**src/hdl/reset_seq_pkg.sv**
```systemverilog
// constants, field layouts and state types for the reset sequencer
// assumes the core and config memory share core_clk; pins arrive unsynchronised
package reset_seq_pkg;

    // power-mode encoding driven by the core
    localparam logic [2:0] MODE_RUN_FULL   = 3'h0;
    localparam logic [2:0] MODE_RUN_LOW    = 3'h1;
    localparam logic [2:0] MODE_IDLE       = 3'h2;
    localparam logic [2:0] MODE_SLEEP      = 3'h3;
    localparam logic [2:0] MODE_DEEP_SLEEP = 3'h4;

    // reset-cause write data bit positions
    localparam int CAUSE_BOR_BIT = 0;
    localparam int CAUSE_POR_BIT = 1;
    localparam int CAUSE_CM_BIT  = 5;
    localparam int CAUSE_RI_BIT  = 4;
    localparam int CAUSE_W       = 8;

    // configuration word layout
    localparam int CFG_W         = 8;
    localparam int CFG_DSMON_BIT = 2;
    localparam logic [CFG_W-1:0] CFG_COMPLEMENT = 8'hFF;

    // power-up delay: 5-bit counter of slow-oscillator ticks
    localparam int             POWER_UP_DELAY_TIMER_W        = 5;
    localparam logic [POWER_UP_DELAY_TIMER_W-1:0] POWER_UP_DELAY_TIMER_LAST  = 5'h1F;
    localparam int             OSC_PERIOD_US = 32;
    localparam int             POWER_UP_DELAY_TIMER_TICKS    = 32;
    localparam int             POWER_UP_DELAY_TIMER_PERIOD_US = POWER_UP_DELAY_TIMER_TICKS * OSC_PERIOD_US;

    // synchroniser lanes
    localparam int SYNC_CORE_LOW = 0;
    localparam int SYNC_EXT_LOW  = 1;
    localparam int SYNC_PIN      = 2;
    localparam int SYNC_OSC      = 3;
    localparam int SYNC_REG      = 4;
    localparam int SYNC_W        = 5;
    localparam logic [SYNC_W-1:0] SYNC_RESET = 5'h00;

    typedef enum logic [2:0] {
        ST_SUPPLY,
        ST_DELAY,
        ST_PIN,
        ST_RESTART,
        ST_RUN
    } seq_state_e;

    typedef struct packed {
        logic cm;
        logic ri;
        logic to;
        logic pd;
        logic por;
        logic bor;
        logic stk_ovf;
        logic stk_unf;
        logic ds_wake;
    } cause_flags_s;

    localparam cause_flags_s FLAGS_POR = '{
        cm: 1'b1, ri: 1'b1, to: 1'b1, pd: 1'b1, por: 1'b0,
        bor: 1'b0, stk_ovf: 1'b0, stk_unf: 1'b0, ds_wake: 1'b0};

    typedef struct packed {
        logic [POWER_UP_DELAY_TIMER_W-1:0] count;
        logic              expired;
    } delay_state_s;

    localparam delay_state_s DELAY_RESET = '{count: 5'h00, expired: 1'b0};

    typedef struct packed {
        logic [SYNC_W-1:0] sync1;
        logic [SYNC_W-1:0] sync2;
        logic              osc_prev;
        seq_state_e        seq;
        cause_flags_s      flags;
        logic              core_reset;
        logic              cold_reset;
        logic              pc_load;
        logic              pc_resume;
        logic              config_reload;
        logic              hold_regs_clear;
        logic              io_tristate;
        logic              deep_sleep_exit;
        logic              supply_tripped;
    } seq_state_s;

    localparam seq_state_s SEQ_RESET = '{
        sync1: SYNC_RESET, sync2: SYNC_RESET, osc_prev: 1'b0,
        seq: ST_SUPPLY, flags: FLAGS_POR, core_reset: 1'b1,
        cold_reset: 1'b1, pc_load: 1'b0, pc_resume: 1'b0,
        config_reload: 1'b0, hold_regs_clear: 1'b0, io_tristate: 1'b0,
        deep_sleep_exit: 1'b0, supply_tripped: 1'b1};

endpackage : reset_seq_pkg

```
**src/hdl/reset_cause_and_powerup_timer.sv**
```systemverilog
// reset sequencer: supply monitors, pin reset, power-up delay, cause flags
// assumes core events are one-cycle pulses on core_clk; pins are asynchronous
//
// Operation
// - only one supply monitor enabled; core monitor outside deep sleep.
// - hold reset while core supply low, then until delay expires.
// - deep-sleep supply monitor works only when config bit 2 is one.
// - deep-sleep trip resets flags, clears hold registers, tristates pins, exits.
// - after deep-sleep trip restart like power cycle, wake flag clear.
// - without regulator, core monitor off; supply monitor follows enable always.
// - brownout flag cleared by core brownout and power-on resets.
// - without regulator brownouts leave brownout flag; power-on still clears.
// - config words compared with complement shadow; mismatch forces reset.
// - mismatch clears the mismatch flag; power-on and brownout set it, other resets leave it.
// - every hard or power reset reloads configuration words.
// - delay timer always on, 5-bit slow-osc count, core held meanwhile.
// - delay counting starts only after power-on pulse clears.
// - pin released after delay starts execution at once if clocked.
// - undefined registers keep values except after cold resets.
// - power-on and brownout set cause flags as tabulated; instruction clears own.
// - pin reset flags depend on mode; every reset loads address zero.
// - watchdog timeout resets in run, resumes at next in idle/sleep.
// - interrupt ending low-power clears sleep flag, resumes at next.
// - stack errors set flags; reset only when stack reset enabled.
// - no hardware event sets the power-on flag back.
// - pin low holds reset; internal resets never drive pin.
`timescale 1ns/1ps
module reset_cause_and_powerup_timer
(
    input  wire logic        core_clk,
    input  wire logic        reset_n,
    input  wire logic        core_supply_low,
    input  wire logic        ext_supply_low,
    input  wire logic        external_reset_pin_n,
    input  wire logic        internal_slow_osc,
    input  wire logic        regulator_present,
    input  wire logic [2:0]  power_mode,
    input  wire logic        clock_source_ok,
    input  wire logic [7:0]  config_live,
    input  wire logic [7:0]  config_shadow,
    input  wire logic        reset_instr_exec,
    input  wire logic        watchdog_timeout,
    input  wire logic        stack_overflow_event,
    input  wire logic        stack_underflow_event,
    input  wire logic        stack_error_reset_enable,
    input  wire logic        interrupt_wake,
    input  wire logic        sleep_instr_exec,
    input  wire logic        clear_watchdog_exec,
    input  wire logic        deep_sleep_wake_event,
    input  wire logic        reset_cause_wr_en,
    input  wire logic [7:0]  reset_cause_wr_data,
    input  wire logic        stack_flag_clear,
    input  wire logic        deep_sleep_flag_clear,
    output logic             core_reset,
    output logic             cold_reset,
    output logic             pc_load,
    output logic             pc_resume,
    output logic             config_reload,
    output logic             core_monitor_enable,
    output logic             supply_monitor_enable,
    output logic             hold_regs_clear,
    output logic             io_tristate,
    output logic             deep_sleep_exit,
    output logic             config_mismatch_flag,
    output logic             reset_instr_flag,
    output logic             watchdog_timeout_flag,
    output logic             sleep_entry_flag,
    output logic             power_on_flag,
    output logic             brownout_flag,
    output logic             stack_overflow_flag,
    output logic             stack_underflow_flag,
    output logic             deep_sleep_wake_flag
);

    reset_seq_pkg::seq_state_s cur;
    reset_seq_pkg::seq_state_s next_cur;

    logic delay_expired;
    logic delay_clear;
    logic osc_tick;
    logic reg_on;
    logic core_low;
    logic ext_low;
    logic pin_high;
    logic ds_mon_en;
    logic core_mon;
    logic ext_mon;
    logic core_trip;
    logic ext_trip;
    logic in_run;
    logic mismatch;
    logic hard;
    logic wake;

    // idle and sleep: where a watchdog timeout wakes instead of resets
    function automatic logic is_idle_sleep(input logic [2:0] mode);
        is_idle_sleep = (mode == reset_seq_pkg::MODE_IDLE) ||
                        (mode == reset_seq_pkg::MODE_SLEEP);
    endfunction : is_idle_sleep

    // power-managed modes that an interrupt can end
    function automatic logic is_low_power(input logic [2:0] mode);
        is_low_power = (mode == reset_seq_pkg::MODE_RUN_LOW) ||
                       is_idle_sleep(mode);
    endfunction : is_low_power

    // only second-stage bits feed logic
    assign reg_on    = cur.sync2[reset_seq_pkg::SYNC_REG];
    assign core_low  = cur.sync2[reset_seq_pkg::SYNC_CORE_LOW];
    assign ext_low   = cur.sync2[reset_seq_pkg::SYNC_EXT_LOW];
    assign pin_high  = cur.sync2[reset_seq_pkg::SYNC_PIN];
    assign osc_tick  = cur.sync2[reset_seq_pkg::SYNC_OSC] && !cur.osc_prev;
    assign ds_mon_en = config_live[reset_seq_pkg::CFG_DSMON_BIT];

    // monitors are mutually exclusive by construction
    assign core_mon = reg_on && (power_mode != reset_seq_pkg::MODE_DEEP_SLEEP);
    assign ext_mon  = reg_on ? ((power_mode == reset_seq_pkg::MODE_DEEP_SLEEP) && ds_mon_en)
                             : ds_mon_en;
    assign core_trip = core_mon && core_low;
    assign ext_trip  = ext_mon && ext_low;
    assign in_run    = (cur.seq == reset_seq_pkg::ST_RUN);

    // config words are being reloaded outside run, so ignore them there
    assign mismatch = in_run &&
                      ((config_live ^ config_shadow) != reset_seq_pkg::CFG_COMPLEMENT);

    // timer held clear while a monitored supply is low, counts once it is released
    assign delay_clear = (cur.seq == reset_seq_pkg::ST_SUPPLY);

    power_up_delay_timer u_delay
    (
        .core_clk (core_clk),
        .reset_n  (reset_n),
        .clear    (delay_clear),
        .tick     (osc_tick),
        .expired  (delay_expired)
    );

    always_comb
    begin
        next_cur = cur;
        hard     = 1'b0;
        wake     = 1'b0;
        next_cur.sync1 = {regulator_present, internal_slow_osc, external_reset_pin_n,
                          ext_supply_low, core_supply_low};
        next_cur.sync2 = cur.sync1;
        next_cur.osc_prev        = cur.sync2[reset_seq_pkg::SYNC_OSC];
        next_cur.pc_load         = 1'b0;
        next_cur.pc_resume       = 1'b0;
        next_cur.config_reload   = 1'b0;
        next_cur.hold_regs_clear = 1'b0;
        next_cur.deep_sleep_exit = 1'b0;

        // software writes first so that hardware events below win
        if (reset_cause_wr_en)
        begin
            next_cur.flags.cm  = reset_cause_wr_data[reset_seq_pkg::CAUSE_CM_BIT];
            next_cur.flags.ri  = reset_cause_wr_data[reset_seq_pkg::CAUSE_RI_BIT];
            next_cur.flags.por = reset_cause_wr_data[reset_seq_pkg::CAUSE_POR_BIT];
            next_cur.flags.bor = reset_cause_wr_data[reset_seq_pkg::CAUSE_BOR_BIT];
        end
        if (stack_flag_clear)
        begin
            next_cur.flags.stk_ovf = 1'b0;
            next_cur.flags.stk_unf = 1'b0;
        end
        if (deep_sleep_flag_clear)
        begin
            next_cur.flags.ds_wake = 1'b0;
        end
        if (deep_sleep_wake_event)
        begin
            next_cur.flags.ds_wake = 1'b1;
        end
        if (in_run && sleep_instr_exec)
        begin
            next_cur.flags.to = 1'b1;
            next_cur.flags.pd = 1'b0;
        end
        if (in_run && clear_watchdog_exec)
        begin
            next_cur.flags.to = 1'b1;
            next_cur.flags.pd = 1'b1;
        end

        case (cur.seq)
            reset_seq_pkg::ST_SUPPLY:
            begin
                if (!core_trip && !ext_trip)
                begin
                    next_cur.seq           = reset_seq_pkg::ST_DELAY;
                    next_cur.config_reload = 1'b1;
                end
            end
            reset_seq_pkg::ST_DELAY:
            begin
                // core stays held for the full count
                if (delay_expired)
                begin
                    if (pin_high && clock_source_ok)
                    begin
                        next_cur.seq     = reset_seq_pkg::ST_RUN;
                        next_cur.pc_load = 1'b1;
                    end
                    else
                    begin
                        next_cur.seq = reset_seq_pkg::ST_PIN;
                    end
                end
            end
            reset_seq_pkg::ST_PIN:
            begin
                if (pin_high && clock_source_ok)
                begin
                    next_cur.seq     = reset_seq_pkg::ST_RUN;
                    next_cur.pc_load = 1'b1;
                end
            end
            reset_seq_pkg::ST_RESTART:
            begin
                next_cur.seq     = reset_seq_pkg::ST_RUN;
                next_cur.pc_load = 1'b1;
            end
            reset_seq_pkg::ST_RUN:
            begin
                next_cur.cold_reset  = 1'b0;
                next_cur.io_tristate = 1'b0;
            end
            default:
            begin
                next_cur.seq = reset_seq_pkg::ST_SUPPLY;
            end
        endcase

        if (ext_trip)
        begin
            // behaves as a full power cycle
            next_cur.flags      = reset_seq_pkg::FLAGS_POR;
            next_cur.seq        = reset_seq_pkg::ST_SUPPLY;
            next_cur.cold_reset = 1'b1;
            next_cur.pc_load    = 1'b0;
            if (!cur.supply_tripped)
            begin
                next_cur.hold_regs_clear = 1'b1;
                next_cur.io_tristate     = (power_mode == reset_seq_pkg::MODE_DEEP_SLEEP);
                next_cur.deep_sleep_exit = (power_mode == reset_seq_pkg::MODE_DEEP_SLEEP);
            end
        end
        else if (core_trip)
        begin
            // por and stack flags persist
            next_cur.flags.cm   = 1'b1;
            next_cur.flags.ri   = 1'b1;
            next_cur.flags.to   = 1'b1;
            next_cur.flags.pd   = 1'b1;
            next_cur.flags.bor  = 1'b0;
            next_cur.seq        = reset_seq_pkg::ST_SUPPLY;
            next_cur.cold_reset = 1'b1;
            next_cur.pc_load    = 1'b0;
        end
        else if (!pin_high)
        begin
            // pin held low keeps the core in reset from any later state
            if (in_run || (cur.seq == reset_seq_pkg::ST_RESTART))
            begin
                if (power_mode == reset_seq_pkg::MODE_RUN_LOW)
                begin
                    next_cur.flags.to = 1'b1;
                end
                else if (is_idle_sleep(power_mode))
                begin
                    next_cur.flags.to = 1'b1;
                    next_cur.flags.pd = 1'b0;
                end
                next_cur.config_reload = 1'b1;
            end
            if (cur.seq != reset_seq_pkg::ST_SUPPLY && cur.seq != reset_seq_pkg::ST_DELAY)
            begin
                next_cur.seq     = reset_seq_pkg::ST_PIN;
                next_cur.pc_load = 1'b0;
            end
        end
        else if (in_run)
        begin
            if (mismatch)
            begin
                next_cur.flags.cm = 1'b0;
                hard = 1'b1;
            end
            if (reset_instr_exec)
            begin
                next_cur.flags.ri = 1'b0;
                hard = 1'b1;
            end
            if (stack_overflow_event)
            begin
                next_cur.flags.stk_ovf = 1'b1;
                hard = hard || stack_error_reset_enable;
            end
            if (stack_underflow_event)
            begin
                next_cur.flags.stk_unf = 1'b1;
                hard = hard || stack_error_reset_enable;
            end
            if (watchdog_timeout)
            begin
                next_cur.flags.to = 1'b0;
                if (is_idle_sleep(power_mode))
                begin
                    next_cur.flags.pd = 1'b0;
                    wake = 1'b1;
                end
                else
                begin
                    hard = 1'b1;
                end
            end
            if (interrupt_wake && is_low_power(power_mode))
            begin
                next_cur.flags.pd = 1'b0;
                wake = 1'b1;
            end
            if (hard)
            begin
                // one held cycle lets the config words reload before restart
                next_cur.seq           = reset_seq_pkg::ST_RESTART;
                next_cur.config_reload = 1'b1;
            end
            else if (wake)
            begin
                next_cur.pc_load   = 1'b1;
                next_cur.pc_resume = 1'b1;
            end
        end

        next_cur.supply_tripped = ext_trip || core_trip;
        next_cur.core_reset     = (next_cur.seq != reset_seq_pkg::ST_RUN);
    end

    always_ff @(posedge core_clk or negedge reset_n)
    begin
        if (!reset_n)
        begin
            cur <= reset_seq_pkg::SEQ_RESET;
        end
        else
        begin
            cur <= next_cur;
        end
    end

    assign core_reset            = cur.core_reset;
    assign cold_reset            = cur.cold_reset;
    assign pc_load               = cur.pc_load;
    assign pc_resume             = cur.pc_resume;
    assign config_reload         = cur.config_reload;
    assign core_monitor_enable   = core_mon;
    assign supply_monitor_enable = ext_mon;
    assign hold_regs_clear       = cur.hold_regs_clear;
    assign io_tristate           = cur.io_tristate;
    assign deep_sleep_exit       = cur.deep_sleep_exit;
    assign config_mismatch_flag  = cur.flags.cm;
    assign reset_instr_flag      = cur.flags.ri;
    assign watchdog_timeout_flag = cur.flags.to;
    assign sleep_entry_flag      = cur.flags.pd;
    assign power_on_flag         = cur.flags.por;
    assign brownout_flag         = cur.flags.bor;
    assign stack_overflow_flag   = cur.flags.stk_ovf;
    assign stack_underflow_flag  = cur.flags.stk_unf;
    assign deep_sleep_wake_flag  = cur.flags.ds_wake;

endmodule : reset_cause_and_powerup_timer

```
**src/hdl/power_up_delay_timer.sv**
```systemverilog
// power-up delay counter, advanced by slow-oscillator tick pulses
// assumes tick is a one-cycle pulse already in the core_clk domain
`timescale 1ns/1ps
module power_up_delay_timer
(
    input  wire logic core_clk,
    input  wire logic reset_n,
    input  wire logic clear,
    input  wire logic tick,
    output logic      expired
);

    reset_seq_pkg::delay_state_s cur;
    reset_seq_pkg::delay_state_s next_cur;

    always_comb
    begin
        next_cur = cur;
        if (clear)
        begin
            next_cur = reset_seq_pkg::DELAY_RESET;
        end
        else if (tick && !cur.expired)
        begin
            if (cur.count == reset_seq_pkg::POWER_UP_DELAY_TIMER_LAST)
            begin
                next_cur.expired = 1'b1;
            end
            else
            begin
                next_cur.count = cur.count + 5'h01;
            end
        end
    end

    always_ff @(posedge core_clk or negedge reset_n)
    begin
        if (!reset_n)
        begin
            cur <= reset_seq_pkg::DELAY_RESET;
        end
        else
        begin
            cur <= next_cur;
        end
    end

    assign expired = cur.expired;

endmodule : power_up_delay_timer

```
**config.mk**
```make
export PLATFORM = sky130hd
export DESIGN_NAME = reset_cause_and_powerup_timer
export DESIGN_NICKNAME = d
export VERILOG_FILES = /design/src/hdl/reset_seq_pkg.sv /design/src/hdl/reset_cause_and_powerup_timer.sv /design/src/hdl/power_up_delay_timer.sv
export SDC_FILE = /design/constraint.sdc
export NUM_CORES = 1
export LEC_CHECK = 0
export ABC_AREA = 1
export BUFFER_PORTS_ARGS = -buffer_cell sky130_fd_sc_hd__buf_2
export CAP_MARGIN = 15
export CORE_MARGIN = 2
export CORE_UTILIZATION = 40
export DETAILED_ROUTE_END_ITERATION = 8
export PLACE_DENSITY = 0.76
export SETUP_SLACK_MARGIN = 0.05
export SYNTH_ARGS = -nofsm -noshare
export SYNTH_HDL_FRONTEND = slang
export SYNTH_SLANG_ARGS = --single-unit
```
**constraint.sdc**
```tcl
create_clock -name core_clk -period 1.8 [get_ports core_clk]
set_clock_uncertainty 0.15 [all_clocks]
set_input_delay 0.09 -clock core_clk [delete_from_list [all_inputs] [get_ports core_clk]]
set_output_delay 0.09 -clock core_clk [all_outputs]
set_load 0.005 [all_outputs]
```
* Word level (Yosys, flattened, before mapping)
Cells that the tools add are included.
** Word-level totals
- Output and inout port bits :: 19
- Word-level logic and storage cells :: 164
- Bits of input ports :: 47
- Bits in latches :: 0
- Bits in registers :: 38
- Memory bits (writable) :: 0
- Bits in read-only memories :: 0
- Memories :: 0
** Operators by class
- Reduce and logical (&&, ||, !) cells :: 33
- Add/subtract/negate cells :: 1
- Multipliers :: 0
- Shift operators :: 0
- Multiplexer cells :: 91
- Bitwise logic cells :: 1
- Eq/ne operators :: 14
- Order comparisons :: 0
- Divide/modulo/power cells :: 0
** Operators with widths (count)
- $mux 1 :: 54
- $mux 2 :: 18
- $mux 3 :: 11
- $mux 7 :: 3
- $pmux 3 s5 :: 1
- $logic_and 1x1->1 :: 13
- $eq 3x2->1 const B :: 4
- $mux 6 :: 2
- $reduce_bool 3->1 :: 4
- $ne 8x8->1 const B :: 1
- $xor 8x8->8 :: 1
- $eq 3x1->1 const B :: 2
- $eq 3x3->1 const B :: 2
- $logic_or 1x1->1 :: 6
- $ne 3x3->1 const B :: 2
- $reduce_bool 2->1 :: 3
- $add 5x1->5 const B :: 1
- $eq 5x5->1 const B :: 1
- $mux 5 :: 1
- $logic_not 1->1 :: 4
- $reduce_and 2->1 :: 2
- $logic_not 3->1 :: 1
- $ne 3x1->1 const B :: 1
- $pmux 1 s3 :: 1
- $ne 2x2->1 const B :: 1

* Longest topological paths before layout
- Depth in word-level cells :: 29
- Depth in mapped cells :: 10
- Mapped depth without buffers :: 10

* Cells and area by module
From an unflattened synthesis, not the netlist that was laid out.
** Second synthesis, totals
- Cells, all modules :: 231
- Area total of the unflattened synthesis :: 1836.8 um^2
** By module, submodules not included
- reset_cause_and_powerup_timer :: instances 1, sequential area each 809.5 um^2, area each 1530.2 um^2, cells each 195
- power_up_delay_timer :: instances 1, sequential area each 150.1 um^2, area each 306.5 um^2, cells each 36

* Worst setup path before layout
Ideal clock, no wire load.
- Kind :: register to register
- From :: register u_delay.cur[1] in the netlist's numbering
- To :: register u_delay.cur[4] in the netlist's numbering
- Stages on the path, launching flop included :: 11
- Buffers on the path :: 0
- Path slack :: 61 ps
- Library setup time :: 123 ps
- Period minus slack after synthesis :: 1739 ps
- Arrival time :: 1466 ps
- Data required time :: 1527 ps
- Cells stage by stage :: dfrtp_1 > ha_1 > inv_1 > nor3_1 > ha_1 > nor2_1 > nand2_1 > nor2_1 > nand3_1 > o21ai_0 > a21oi_1
** Between the ends
- Word-level cells in the longest chain between the ends :: 4
- Elaborated cells on any way between the ends :: 7
- Classes of those cells :: add/sub (1); eq/ne (2); mux (3); reduce/logical (1)
** RTL lines
- from (decl) :: line power_up_delay_timer.sv:13 : reset_seq_pkg::delay_state_s cur;
- from (signal assigned) :: line power_up_delay_timer.sv:40 : cur <= reset_seq_pkg::DELAY_RESET;
- from (signal assigned) :: line power_up_delay_timer.sv:44 : cur <= next_cur;
- $add 5x1->5 :: line power_up_delay_timer.sv:31 : next_cur.count = cur.count + 5'h01;
- $mux 5 :: line power_up_delay_timer.sv:25 : if (cur.count == reset_seq_pkg::POWER_UP_DELAY_TIMER_LAST)
- $mux 6 :: line power_up_delay_timer.sv:23 : else if (tick && !cur.expired)
- $mux 6 :: line power_up_delay_timer.sv:19 : if (clear)
Parallel ways exist; a longest one is shown, timed or not. The select of a mux whose other input is x is not followed.
A chain may end at the register's enable or synchronous reset.

* Worst setup path after layout
- From :: register u_delay.cur[2] in the netlist's numbering
- To :: register u_delay.cur[3] in the netlist's numbering
The elaborated chain is that of the path after synthesis.

==> run_results.csv <==
group,metric,value,unit
floorplanning,die_h,71.8,um
worst_setup_path,rrSetupSlack,0.09,ns
cts,clock_path_buffers,2,
worst_setup_path,path_max_fanout,4,
cells_and_area,fillCellCount,386,
worst_setup_path,startpoint_type,"register",
logic_synthesis,yosys_warnings,0,
route,wl,4240,um
pwr,p_total,2.43,mW
hold_path,hold_class,"in -> reg",
grt,use_met1,20.6,%
cts,cts_buffers,5,
logic_synthesis,seq_area_frac_synth,52.2,%
hold_path,hold_start,"power_mode[2]",
cells_and_area,regArea,960,um2
floorplanning,dieArea,5150,um2
cells_and_area,nets,373,
timing,finalCriticalPeriod,1.71,ns
pwr,vdd_ir_drop_max,0.531,mV
cells_and_area,final_common_cell,"buf_2",
place,routabilityCongestion,0.880,
flow_run,max_cap_viol_count,0,
cts,htreeDepth,2,
grt,grt-ovfl-total,0,
floorplanning,ios,66,
worst_setup_path,arrival,1.75,ns
timing,fin_ws,0.0888,ns
worst_setup_path,path_class,"reg -> reg",
cts,cts_root_buf,"clkbuf_8",
route,ant_nets,0,
logic_synthesis,synth.net_count,276,
timing,worstMarginPinSlew,0.464,ns
cells_and_area,final_util,60.2,%
logic_synthesis,netlist_instances,227,
floorplanning,die_width,71.8,um
grt,grt_pass1_wl,7430,um
worst_setup_path,end_kind,"register",
route,wire_per_inst,11.2,um
place,port_buffers,61,
logic_synthesis,synth_top_area_share,42.2,%
worst_setup_path,r2r_end,"u_delay.cur[3]$_DFFE_PN0P_",
logic_synthesis,ys_seq_elements,38,
grt,grt_use_met2,32.4,%
timing,fin_crit_sh,95.1,%
grt,antenna_found_initial,0,
timing,fin_tns_setup,0,ns
cells_and_area,drive_gt1_share,35.1,%
timing,setup_violations,0,
floorplanning,initial_core_util,41.9,%
timing,rsz0062_at_grt,"true",
route,first_pass_iters,4,
floorplanning,rows,24,
logic_synthesis,netlist_area,1840,um2
timing,slew_violations,0,
cells_and_area,largest_reg_flops,14,
worst_setup_path,rr_startpoint,"u_delay.cur[2]$_DFFE_PN0P_",
pwr,power_density,922,nW/um2
hold_path,whs_path_depth,4,
status,status,"complete, no violations",
place,dp_hpwl,3000,um
timing,max_slew_margin,69.1,%
cells_and_area,layout_common_cells,"buf_2, nand2_1, inv_1",
logic_synthesis,synth_cell_types,28,
timing,fin_hold_ws,0.0202,ns
cells_and_area,multiInputGateArea,772,um2
grt,grt_max_degree,39,
logic_synthesis,synth.avg_cell_area,8.09,um2
logic_synthesis,yosysTopAreaCell,"dfrtp_1",
cells_and_area,syn2layout_area_growth,43.6,%
logic_synthesis,synth_area_leaders,"dfrtp_1, nand2_1, dfstp_2",
grt,grt_pass1_vias,1804,
route,via_count,1778,
cells_and_area,antennaDiodeCount,0,
timing,fmax,584,MHz
worst_setup_path,r2r_cells,11,
hold_path,hold_path_end,"watchdog_timeout_flag$_DFF_PN1_",
route,via_per_inst,4.72,
worst_setup_path,worstPathRequired,1.83,ns
route,drt_iter0_drc,107,
cts,clock-sinks,38,
route,drc,0,
cts,clk_pin_slew_worst_paths,0.07,ns
timing,hold_viol,0,
place,pre_cts_slack,-0.0747,ns
grt,top_usage_layer,"met2",
floorplanning,core_area,4380,um2
cells_and_area,top_register,"cur",
pwr,power.leakage,1.40,nW
cells_and_area,top_regs,"cur (14), u_delay.cur (5)",
grt,grt_usage,18.6,%
grt,use_met3,6.19,%
cts,cts_tree,"yes",
cts,clock_latency,0.30,ns
kinds of logic after synthesis:
| group | share of synthesized area (%) |
|---|---|
| compound gates | 8.79 |
| buf+inv | 8.79 |
| fa+ha+maj | 1.36 |
| simple gates | 28.8 |
| flops | 52.2 |
cell usage after synthesis:
library cell,instances
dfstp_2,7
ha_1,2
a21oi_1,9
nand3_1,12
a21oi_2,1
nand2_2,3
nor3_4,1
a31oi_1,1
o21ai_2,2
nand3_4,1
inv_1,42
dfrtp_1,31
inv_2,1
nand3b_1,1
nor2_4,2
nand3_2,1
o211a_1,1
nor3_1,3
o31ai_1,1
o21ai_0,12
nor2_2,1
or2_4,1
nor3b_1,1
nand4_1,1
or2_2,1
nor2_1,28
nand2_1,59
o22ai_1,1
final cells by class:
class | instances | area share [%]
clock buffer | 6 | 3.13
sequential | 38 | 36.4
multi-input combinational | 146 | 29.3
tap | 52 | 2.47
timing repair buffer | 90 | 22.1
inverter | 43 | 6.21
clock inverter | 2 | 0.474
layer usage:
metal	share of wire, %	routed length [um]
met1	40	1690
met4	3.4	144
met5	0	0
met2	50	2140
met3	6.2	263
power by group:
group	leakage [nW]	internal, mW	switching (mW)
sequential	0.471	0.989	0.0754
combinational	0.884	0.335	0.429
clock	0.0472	0.307	0.296
total	1.40	1.63	0.801
critical path, stage by stage, from the launching register on:
cell,delay (ns)
dfrtp_1,0.39
ha_2,0.20
inv_2,0.06
nor3_2,0.04
ha_2,0.19
nor2_4,0.09
nand2_2,0.09
buf_6,0.15
inv_4,0.06
nand3_1,0.06
nand2_1,0.07
nor2_1,0.04
how the worst max path moves through the flow:
stage                                           from                         end  slack, ns  depth (start not counted)
after floorplan           u_delay.cur[1]$_DFFE_PN0P_  u_delay.cur[4]$_DFFE_PN0P_       0.06                         10
after global placement    u_delay.cur[1]$_DFFE_PN0P_  u_delay.cur[4]$_DFFE_PN0P_       0.02                         10
after detailed placement  u_delay.cur[1]$_DFFE_PN0P_  u_delay.cur[4]$_DFFE_PN0P_      -0.07                         10
after CTS                 u_delay.cur[1]$_DFFE_PN0P_  u_delay.cur[4]$_DFFE_PN0P_       0.01                         10
after global routing      u_delay.cur[2]$_DFFE_PN0P_  u_delay.cur[3]$_DFFE_PN0P_      -0.03                         11
final                     u_delay.cur[2]$_DFFE_PN0P_  u_delay.cur[3]$_DFFE_PN0P_       0.09                         11
what timing repair did:
action / 4_1_cts / 5_1_grt
setup endpoints to repair: 1 / 9
resized for setup: 5 / 17
hold buffers: 22 / 0
pin swaps: 4 / 8
setup buffers: 2 / 1
endpoints found under the hold margin: 46 / 0
stage by stage:
stage,cells,instance area [um2]
floorplan,227,1840
CTS,377,2590
global route,377,2640
global placement,345,2240
finish,377,2640
detailed placement,345,2240
(Power assumes the default switching activity.)
